`config.mk`:
```
export PLATFORM = sky130hd
export DESIGN_NAME = aspm_pad_mux
export DESIGN_NICKNAME = d
export VERILOG_FILES = /design/src/rtl/aspm_pkg.sv /design/src/rtl/aspm_pad_mux.sv
export SDC_FILE = /design/constraint.sdc
export NUM_CORES = 1
export LEC_CHECK = 0
export BUFFER_PORTS_ARGS = -buffer_cell sky130_fd_sc_hd__clkbuf_2
export CORE_ASPECT_RATIO = 0.5
export CORE_MARGIN = 2
export CORE_UTILIZATION = 40
export DETAILED_ROUTE_END_ITERATION = 12
export GPL_ROUTABILITY_DRIVEN = 1
export PLACE_DENSITY = 0.66
export SLEW_MARGIN = 20
export SYNTH_ARGS = -nofsm -noshare
export SYNTH_HDL_FRONTEND = slang
export SYNTH_SLANG_ARGS = --single-unit
```
`constraint.sdc`:
```
create_clock -name clk_i -period 1.3 [get_ports clk_i]
set_input_delay 0.065 -clock clk_i [delete_from_list [all_inputs] [get_ports clk_i]]
set_output_delay 0.065 -clock clk_i [all_outputs]
set_load 0.05 [all_outputs]
```
`src/rtl/aspm_pkg.sv`:
```
// package: constants and carriers for the analog shared pad mux
package aspm_pkg;
    // ------------------------------------------------------------
    // sizes
    // ------------------------------------------------------------
    localparam int unsigned ASPM_NUM_PADS = 8;
    localparam int unsigned ASPM_SEL_W = 4;
    localparam int unsigned ASPM_NUM_SHARED = 4;
    // ------------------------------------------------------------
    // mux encodings
    // ------------------------------------------------------------
    localparam logic [3:0] ASPM_ENC_GPIO = 4'h0;
    localparam logic [3:0] ASPM_ENC_3 = 4'h3;
    localparam logic [3:0] ASPM_ENC_4 = 4'h4;
    localparam logic [3:0] ASPM_ENC_5 = 4'h5;
    localparam logic [3:0] ASPM_ENC_6 = 4'h6;
    localparam logic [3:0] ASPM_ENC_7 = 4'h7;
    localparam logic [3:0] ASPM_ENC_10 = 4'hA;
    localparam logic [3:0] ASPM_ENC_11 = 4'hB;
    localparam logic [3:0] ASPM_ENC_12 = 4'hC;
    localparam logic [3:0] ASPM_ENC_13 = 4'hD;
    // analog channel sits outside the digital encodings
    localparam logic [3:0] ASPM_ENC_ANALOG = 4'hF;
    localparam logic [3:0] ASPM_SEL_RESET = ASPM_ENC_GPIO;
    // ------------------------------------------------------------
    // low-power pad override modes
    // ------------------------------------------------------------
    typedef enum logic [1:0] {
        ASPM_LP_HIZ,
        ASPM_LP_PULLUP,
        ASPM_LP_PULLDN,
        ASPM_LP_DRIVE
    } aspm_lp_e;
    typedef enum logic [1:0] {
        ASPM_PWR_ACTIVE,
        ASPM_PWR_DEEP_SLEEP,
        ASPM_PWR_HIBERNATE
    } aspm_pwr_e;
    // per-pad low-power setting from software
    typedef struct packed {
        aspm_lp_e mode;
        logic level;
    } aspm_lp_cfg_s;
    // pad cell control
    typedef struct packed {
        logic out;
        logic oe;
        logic pull_up;
        logic pull_dn;
        logic analog_en;
    } aspm_pad_s;
    // peripheral outputs toward the pads
    typedef struct packed {
        logic [7:0] general_io_out;
        logic [7:0] general_io_oe;
        logic serial_port1_transmit;
        logic serial_port0_rts;
        logic serial_port0_transmit;
        logic serial_port1_rts;
        logic audio_serial_data_line;
        logic audio_serial_data_line_oe;
        logic audio_sdata0;
        logic audio_sdata0_oe;
        logic audio_clock;
        logic audio_frame_sync;
        logic pwm_out;
        logic sd_data0;
        logic sd_data0_oe;
    } aspm_periph_out_s;
    // pad inputs routed back to peripherals
    typedef struct packed {
        logic [7:0] general_io_in;
        logic serial_port0_receive;
        logic serial_port1_receive;
        logic serial_port0_cts;
        logic serial_port1_cts;
        logic timer_capture_input;
        logic timer_capture5;
        logic timer_capture6;
        logic timer_capture0;
        logic [3:0] camera_data_bit;
        logic audio_serial_data_line;
        logic audio_sdata0;
        logic sd_irq;
        logic sd_data0;
    } aspm_periph_in_s;
    // ------------------------------------------------------------
    // power-up strap and clock sensing
    // ------------------------------------------------------------
    localparam real ASPM_EXT_CLK_KHZ = 32.768;
    localparam int unsigned ASPM_SENSE_CYCLES = 16;
    localparam logic [4:0] ASPM_SENSE_LAST = 5'h10;
endpackage : aspm_pkg

```
`src/rtl/aspm_pad_mux.sv`:
```
// module: analog shared pad mux with low-power and reset pad states
`timescale 1ns/1ps
module aspm_pad_mux (
    input wire logic clk_i,
    input wire logic reset_i,
    input wire logic system_reset_low_i,
    input wire aspm_pkg::aspm_pwr_e pwr_state_i,
    input wire logic sel_we_i,
    input wire logic [2:0] sel_pad_i,
    input wire logic [3:0] sel_val_i,
    input wire aspm_pkg::aspm_lp_cfg_s [7:0] lp_cfg_i,
    input wire aspm_pkg::aspm_periph_out_s periph_out_i,
    output aspm_pkg::aspm_periph_in_s periph_in_o,
    input wire logic [7:0] pad_in_i,
    output aspm_pkg::aspm_pad_s [7:0] pad_o,
    input wire logic strap_oe_req_i,
    input wire logic strap_out_i,
    output aspm_pkg::aspm_pad_s strap_pad_o,
    input wire logic xtal_out_pad_i,
    input wire logic [1:0] antenna_select_i,
    output logic [1:0] antenna_select_o,
    output logic ext_clk_mode_o,
    output logic [31:0] pad_sel_o
);
    import aspm_pkg::*;

    // ------------------------------------------------------------
    // select storage
    // ------------------------------------------------------------
    logic [3:0] sel_q [ASPM_NUM_PADS];
    logic pad_pwrup_q;
    logic [4:0] sense_cnt_q;
    logic [2:0] xtal_sync_q;
    logic ext_clk_q;
    logic [2:0] in_sync_q [ASPM_NUM_PADS];
    logic [7:0] in_q;
    aspm_pad_s [7:0] pad_d;
    aspm_pad_s [7:0] pad_q;
    aspm_pad_s strap_q;
    aspm_periph_in_s pin_d;
    aspm_periph_in_s pin_q;

    always_ff @(posedge clk_i) begin
        if (reset_i) begin
            for (int i = 0; i < ASPM_NUM_PADS; i++) begin
                sel_q[i] <= ASPM_SEL_RESET;
            end
        end else if (sel_we_i) begin
            sel_q[sel_pad_i] <= sel_val_i;
        end
    end

    // pad inputs: three flops, change taken when stages two and three agree
    always_ff @(posedge clk_i) begin
        if (reset_i) begin
            for (int i = 0; i < ASPM_NUM_PADS; i++) begin
                in_sync_q[i] <= 3'h0;
            end
            in_q <= 8'h00;
        end else begin
            for (int i = 0; i < ASPM_NUM_PADS; i++) begin
                in_sync_q[i] <= {in_sync_q[i][1:0], pad_in_i[i]};
                if (in_sync_q[i][1] == in_sync_q[i][2]) begin
                    in_q[i] <= in_sync_q[i][2];
                end
            end
        end
    end

    // sense pull-up on crystal output pad during a power-up window
    always_ff @(posedge clk_i) begin
        if (reset_i) begin
            xtal_sync_q <= 3'h0;
            sense_cnt_q <= 5'h00;
            ext_clk_q <= 1'b0;
            pad_pwrup_q <= 1'b1;
        end else begin
            xtal_sync_q <= {xtal_sync_q[1:0], xtal_out_pad_i};
            if (sense_cnt_q != ASPM_SENSE_LAST) begin
                sense_cnt_q <= sense_cnt_q + 5'h01;
                if (xtal_sync_q[1] == xtal_sync_q[2]) begin
                    ext_clk_q <= xtal_sync_q[2];
                end
            end else begin
                pad_pwrup_q <= 1'b0;
            end
        end
    end
    assign ext_clk_mode_o = ext_clk_q;

    // ------------------------------------------------------------
    // per-pad routing
    // ------------------------------------------------------------
    always_comb begin
        pad_d = '0;
        pin_d = '0;
        for (int p = 0; p < ASPM_NUM_PADS; p++) begin
            pin_d.general_io_in[p] = (sel_q[p] == ASPM_ENC_GPIO) & in_q[p];
            if (sel_q[p] == ASPM_ENC_GPIO) begin
                pad_d[p].out = periph_out_i.general_io_out[p];
                pad_d[p].oe = periph_out_i.general_io_oe[p];
            // analog path on shared pads only
            end else if (sel_q[p] == ASPM_ENC_ANALOG && p < ASPM_NUM_SHARED) begin
                pad_d[p].analog_en = 1'b1;
            end
        end
        if (sel_q[0] == ASPM_ENC_3) pin_d.serial_port0_receive = in_q[0];
        if (sel_q[0] == ASPM_ENC_6) pin_d.serial_port1_receive = in_q[0];
        if (sel_q[0] == ASPM_ENC_7) pin_d.timer_capture_input = in_q[0];
        if (sel_q[1] == ASPM_ENC_6) begin
            pad_d[1].out = periph_out_i.serial_port1_transmit;
            pad_d[1].oe = 1'b1;
        end
        if (sel_q[1] == ASPM_ENC_4) pin_d.camera_data_bit[3] = in_q[1];
        if (sel_q[2] == ASPM_ENC_6) pin_d.serial_port1_receive = in_q[2];
        if (sel_q[2] == ASPM_ENC_4) pin_d.camera_data_bit[2] = in_q[2];
        if (sel_q[3] == ASPM_ENC_4) pin_d.camera_data_bit[1] = in_q[3];
        if (sel_q[3] == ASPM_ENC_6) begin
            pad_d[3].out = periph_out_i.audio_serial_data_line;
            pad_d[3].oe = periph_out_i.audio_serial_data_line_oe;
            pin_d.audio_serial_data_line = in_q[3];
        end
        if (sel_q[3] == ASPM_ENC_7) pin_d.timer_capture5 = in_q[3];
        // digital-only pads 4..7
        if (sel_q[4] == ASPM_ENC_5) begin
            pad_d[4].out = periph_out_i.serial_port0_rts;
            pad_d[4].oe = 1'b1;
        end
        if (sel_q[4] == ASPM_ENC_4) pin_d.camera_data_bit[0] = in_q[4];
        if (sel_q[4] == ASPM_ENC_3) pin_d.serial_port1_cts = in_q[4];
        if (sel_q[4] == ASPM_ENC_6) pin_d.serial_port0_cts = in_q[4];
        if (sel_q[4] == ASPM_ENC_7) pin_d.timer_capture6 = in_q[4];
        if (sel_q[5] == ASPM_ENC_13) begin
            pad_d[5].out = periph_out_i.audio_clock;
            pad_d[5].oe = 1'b1;
        end
        if (sel_q[5] == ASPM_ENC_3) begin
            pad_d[5].out = periph_out_i.serial_port1_rts;
            pad_d[5].oe = 1'b1;
        end
        if (sel_q[5] == ASPM_ENC_10) begin
            pad_d[5].out = periph_out_i.serial_port0_rts;
            pad_d[5].oe = 1'b1;
        end
        if (sel_q[5] == ASPM_ENC_11) begin
            pad_d[5].out = periph_out_i.serial_port0_transmit;
            pad_d[5].oe = 1'b1;
        end
        if (sel_q[6] == ASPM_ENC_6) pin_d.sd_irq = in_q[6];
        if (sel_q[6] == ASPM_ENC_7) begin
            pad_d[6].out = periph_out_i.audio_frame_sync;
            pad_d[6].oe = 1'b1;
        end
        if (sel_q[6] == ASPM_ENC_12) pin_d.timer_capture6 = in_q[6];
        if (sel_q[7] == ASPM_ENC_3) begin
            pad_d[7].out = periph_out_i.pwm_out;
            pad_d[7].oe = 1'b1;
        end
        if (sel_q[7] == ASPM_ENC_6) begin
            pad_d[7].out = periph_out_i.sd_data0;
            pad_d[7].oe = periph_out_i.sd_data0_oe;
            pin_d.sd_data0 = in_q[7];
        end
        if (sel_q[7] == ASPM_ENC_7) begin
            pad_d[7].out = periph_out_i.audio_sdata0;
            pad_d[7].oe = periph_out_i.audio_sdata0_oe;
            pin_d.audio_sdata0 = in_q[7];
        end
        if (sel_q[7] == ASPM_ENC_12) pin_d.timer_capture0 = in_q[7];
        // low-power states override every pad output control; input routing is kept
        for (int p = 0; p < ASPM_NUM_PADS; p++) begin
            // deep sleep / hibernate, software override per pad
            if (pwr_state_i != ASPM_PWR_ACTIVE) begin
                pad_d[p] = '0;
                pad_d[p].pull_up = lp_cfg_i[p].mode == ASPM_LP_PULLUP;
                pad_d[p].pull_dn = lp_cfg_i[p].mode == ASPM_LP_PULLDN;
                pad_d[p].oe = lp_cfg_i[p].mode == ASPM_LP_DRIVE;
                pad_d[p].out = lp_cfg_i[p].level;
            end
            if (!system_reset_low_i) begin
                pad_d[p] = '0;
            end
        end
    end

    // registered pad controls and peripheral inputs
    always_ff @(posedge clk_i) begin
        if (reset_i) begin
            pad_q <= '0;
            pin_q <= '0;
        end else begin
            pad_q <= pad_d;
            pin_q <= pin_d;
        end
    end
    assign pad_o = pad_q;
    assign periph_in_o = pin_q;

    // strap pad drives high at power-up; hibernate pull-down
    always_ff @(posedge clk_i) begin
        if (reset_i) begin
            strap_q <= '{out: 1'b1, oe: 1'b1, default: 1'b0};
        end else if (pwr_state_i == ASPM_PWR_HIBERNATE) begin
            strap_q <= '{pull_dn: 1'b1, default: 1'b0};
        end else if (pad_pwrup_q) begin
            strap_q <= '{out: 1'b1, oe: 1'b1, default: 1'b0};
        end else begin
            // output functions only, never an input path
            strap_q <= '{out: strap_out_i, oe: strap_oe_req_i,
                         default: 1'b0};
        end
    end
    assign strap_pad_o = strap_q;

    // antenna selects are dedicated registered outputs
    always_ff @(posedge clk_i) begin
        if (reset_i) begin
            antenna_select_o <= 2'h0;
        end else begin
            antenna_select_o <= antenna_select_i;
        end
    end

    // readback of the stored selects
    always_comb begin
        for (int i = 0; i < ASPM_NUM_PADS; i++) begin
            pad_sel_o[i*4 +: 4] = sel_q[i];
        end
    end
endmodule : aspm_pad_mux

```
Word level (Yosys, flattened, before mapping)
Memory sizes are Yosys's and may differ from the RTL's.
Index checks and enable logic that the tools add are counted.
Storage, ports and cells
  flip-flop bits (word level): 89
  bits in latches: 0
  memory bits (writable): 56
  memory bits (read-only): 0
  input bits: 79
  output and inout port bits: 104
  logic and storage cells: 265
  memories kept: 2
Memories
  sel_q: words 8, bits a word 4, rd ports 8, clocked after Yosys merged registers in 0, write ports 8, line aspm_pad_mux.sv:30  | logic [3:0] sel_q [ASPM_NUM_PADS];
  in_sync_q: words 8, bits a word 3, rd ports 8, clocked after Yosys merged registers in 0, write ports 8, line aspm_pad_mux.sv:35  | logic [2:0] in_sync_q [ASPM_NUM_PADS];
Cells by class
  $add $sub $neg: 1
  multiply operators: 0
  divide/modulo/power cells: 0
  $lt $le $gt $ge: 0
  eq/ne operators: 65
  shift operators: 0
  muxes and demuxes: 58
  bitwise logic cells: 32
  reduce and logical (&&, ||, !) cells: 32
Operator list (count)
  $eq A4 B3 Y1 const B: 17
  $mux W5: 10
  $mux W2: 19
  $eq A4 B4 Y1 const B: 9
  $eq A2 B2 Y1 const B: 17
  $logic_not A4 Y1: 8
  $reduce_or A2 Y1: 16
  $mux W3: 9
  $reduce_or A4 Y1: 5
  $mux W1: 19
  $eq A2 B1 Y1 const B: 8
  $eq A4 B2 Y1 const B: 4
  $not A1 Y1: 16
  $eq A1 B1 Y1: 9
  $and A1 B1 Y1: 8
  $or A1 B1 Y1: 8
  $add A5 B1 Y5 const B: 1
  $ne A5 B5 Y1 const B: 1
  $mux W4: 1
  $reduce_or A3 Y1: 1
  $reduce_and A2 Y1: 1
  $reduce_bool A2 Y1: 1

Logic depth before layout (Yosys ltp)
  depth after elaboration: 7
  mapped depth: 5
  gate-level depth less buffers: 5

Worst setup path after synthesis
OpenSTA, ideal clock, no wires.
  path type: register to register
  from: mem sel_q[7][0]
  to: reg pad_q (netlist bit pad_o[39])
  library setup time: 0.120 ns
  arrival time: 1.666 ns
  required time: 1.180 ns
  path slack: -0.486 ns
  cell stages (with the launch flop): 5
  path buffers: 1
  period minus slack after synthesis: 1.786 ns
  path through: edfxtp_1 -> clkbuf_1 -> mux2_2 -> and3_1 -> a211o_1
RTL lines
  start: declaration: line aspm_pad_mux.sv:30
  end signal: assignment: line aspm_pad_mux.sv:192  | pad_q <= pad_d;
  end: declaration: line aspm_pad_mux.sv:38  | aspm_pad_s [7:0] pad_q;

==> flow_metrics.py <==
metrics = {
    "status": {
        "status": "finished, violations left",
        "violations": "negative setup slack",
    },
    "logic_synthesis": {
        "yosys_warnings": 0,
        "synth_top_area_share": 0.428,
        "yosysMostFrequentCell": "dfxtp_1",
        "async_flop_share": 0,
        "synth.avg_cell_area_um2": 11.2,
        "ys_ff_latch": 139,
        "synth_area_leaders": "dfxtp_1 43%, edfxtp_1 19%, and2_1 4.4%, nor2b_1 3.9%, nor3b_1 2.7%",
        "synth.largest_area_cell": "dfxtp_1",
        "ys_seq_area_frac": 0.620,
        "yosys-top-cells-count": "107 x dfxtp_1, 35 x and2_1, 32 x edfxtp_1",
        "synth_cells": 448,
        "synth_ff_type": "dfxtp_1",
        "syn-cell-area_um2": 5000,
        "synth_cell_types": 59,
        "synth_edf_count": 32,
    },
    "clock_tree": {
        "cts_root_buf": "clkbuf_16",
        "clock_tree.buffer_depth": 2,
        "clk_pin_slew_ps": 60,
        "clkLatencyLatePin_ps": 410,
        "cts_buffers": 17,
        "cts_tree": "done",
        "clock_sinks": 139,
        "h-tree-depth": 4,
    },
    "final_layout": {
        "drive_above_1_share": 0.418,
        "area_growth_pct": 58.4,
        "final_util": 0.659,
        "nets": 829,
        "n_antenna_cell": 0,
        "fin_cells": 926,
        "fill_cells": 966,
    },
    "sta": {
        "setup_violations": 5,
        "period_needed_ps": 1410,
        "max_freq_mhz": 710,
        "setup_ws_ps": -109,
        "grt_setup_unrepaired": "true",
        "hold_viol": 0,
        "finClkSkew_ps": 6.23,
        "finalCritPeriodShare": 1.08,
        "slew_violations": 0,
    },
    "grt": {
        "grt_antenna_before_repair": 0,
        "grt_pass1_vias": 4191,
        "grt-ovfl-total": 0,
        "grt_pass1_wl_mm": 21.2,
        "grt_start_max_net_pins": 29,
        "grt_use_total": 0.201,
    },
    "critical_path": {
        "cp.arrival_ps": 1740,
        "end_kind": "flop",
        "worstSetupStartpointType": "flop",
        "cp_data_required_time_ps": 1630,
        "cp_max_fo": 5,
        "path_class": "flop to flop",
    },
    "drt": {
        "routedWlPerCell_um": 14.7,
        "viasPerCell": 4.73,
        "route.met3.wl_um": 812,
        "wl_mm": 13.6,
        "wl_met1_mm": 6.10,
        "first_iter_violations": 216,
        "top_layer": "met4",
        "via_count": 4381,
        "dr.pass1.iters": 4,
        "drc": 0,
        "met2_length_mm": 6.47,
        "ant_nets": 0,
    },
    "placement": {
        "dp_worst_setup_slack_ps": -139,
        "gp_congestion": 0.805,
        "portBuffers": 176,
        "dp_hpwl_mm": 9.80,
        "dp_cells": 835,
    },
    "floorplan": {
        "initial_core_util": 0.416,
        "die_h_um": 83.1,
        "io_pins": 183,
        "die-area_um2": 13500,
        "dieWidth_um": 162,
        "core_um2": 12000,
        "rows": 28,
    },
    "power": {
        "internal_power_w": 0.00842,
        "power_switching_w": 0.00274,
        "peakVddDrop_v": 0.000804,
        "p_leak_nw": 3.46,
        "seq_power_share": 0.418,
        "powerDensity_nw_per_um2": 1410,
        "switching_share": 0.245,
        "clkPwrFrac": 0.460,
        "combPwrFrac": 0.122,
    },
    "flow_run": {
        "maxCapViolations": 0,
    },
    "min_path": {
        "hp-class": "input pin to flop",
    },
}
## worst max-delay path, stage by stage, from the launching register on
cell,delay [ps]
edfxtp_1,440
or4b_1,500
a211o_2,310
o211ai_1,80
## layout by cell type (no fill, tap or decap), drive strengths merged, types with 4 or more instances in the layout
master         n
nand3         10
nand2b         5
o41ai          4
nor4           7
edfxtp        32
a22oi          4
or4b           6
clkinv         4
dfxtp        107
nand2         24
inv            9
and2          35
buf           93
nor3          17
and3           4
o21ai         11
nor3b         18
a21oi         17
or2            9
nor2          26
nor2b         31
nand4         10
conb           6
clkbuf       178
dlygate4sd3   47
## through the flow
step           hold WS, ps  area, um2  TNS, ps  power (W)
2_1_floorplan          141       5090    -2410    0.00543
3_3_place_gp           260       6520     -552    0.00588
3_5_place_dp           262       6520    -1570    0.00589
4_1_cts              0.308       7730     -184     0.0112
5_1_grt               36.2       7920     -590     0.0116
6_report              13.7       7920     -227     0.0112
## power by group through the flow
stage	combinational [W]	sequential [W]	clock, W
2_1_floorplan	0.000318	0.00511	0
3_3_place_gp	0.00112	0.00475	0
3_5_place_dp	0.00113	0.00476	0
4_1_cts	0.00128	0.00466	0.00522
5_1_grt	0.00145	0.00468	0.00543
6_report	0.00136	0.00467	0.00513
## timing repair
action | 4_1_cts | 5_1_grt
hold buffers | 47 | 0
resized for setup | 16 | 54
endpoints found under the hold margin | 44 | 0
pin swaps | 1 | 8
endpoints found under the setup margin | 17 | 33
buffers inserted | 4 | 8
## final timing paths
| path | startpoint | endpoint | slack [ps] | cells after the start |
|---|---|---|---|---|
| worst min-delay path | periph_out_i[24] | pad_o[19] | 10 | 3 |
| worst min register to register | in_sync_q[1][9] | in_sync_q[1][10] | 430 | 1 |
| worst max register to register | sel_q[5][3] | pad_o[28] | -110 | 3 |
| worst max-delay path | sel_q[5][3] | pad_o[28] | -110 | 3 |
## logic make-up after synthesis
kind of cell / after synthesis / share of synthesized area
DFF: 139 / 0.620
AOI/OAI and AO/OA: 55 / 0.0741
other: 1 / 0.000750
muxes: 2 / 0.00425
xor gates and xnor gates: 3 / 0.00525
buffers and inverters: 25 / 0.0263
adders and majority gates: 2 / 0.00500
and+or+nand+nor: 221 / 0.264
## area by class of cell
class                           instances  area [um2]  area share
Multi-Input combinational cell        289        1930       0.244
Clock buffer                           22         528      0.0666
Clock inverter                         10         121      0.0153
Tap cell                              165         206      0.0261
Inverter                                5        18.8     0.00237
Sequential cell                       139        3110       0.392
Timing Repair Buffer                  296        2010       0.254
## flip-flops by register name, summed over array words and instances (netlist names)
name              cells
sense_cnt_q           5
antenna_select_o      2
in_sync_q            24
xtal_sync_q           3
ext_clk_mode_o        1
pad_pwrup_q           1
pad_o                36
strap_pad_o           3
periph_in_o          24
in_q                  8
sel_q                32
## routing by layer
layer / GRT usage / vias to the layer above
li1: - / 2190
met1: 0.260 / 2053
met4: 0.0684 / 0
met5: 0 / -
met3: 0.0450 / 18
met2: 0.335 / 120
Note: power is estimated with default switching activity, not from simulation.
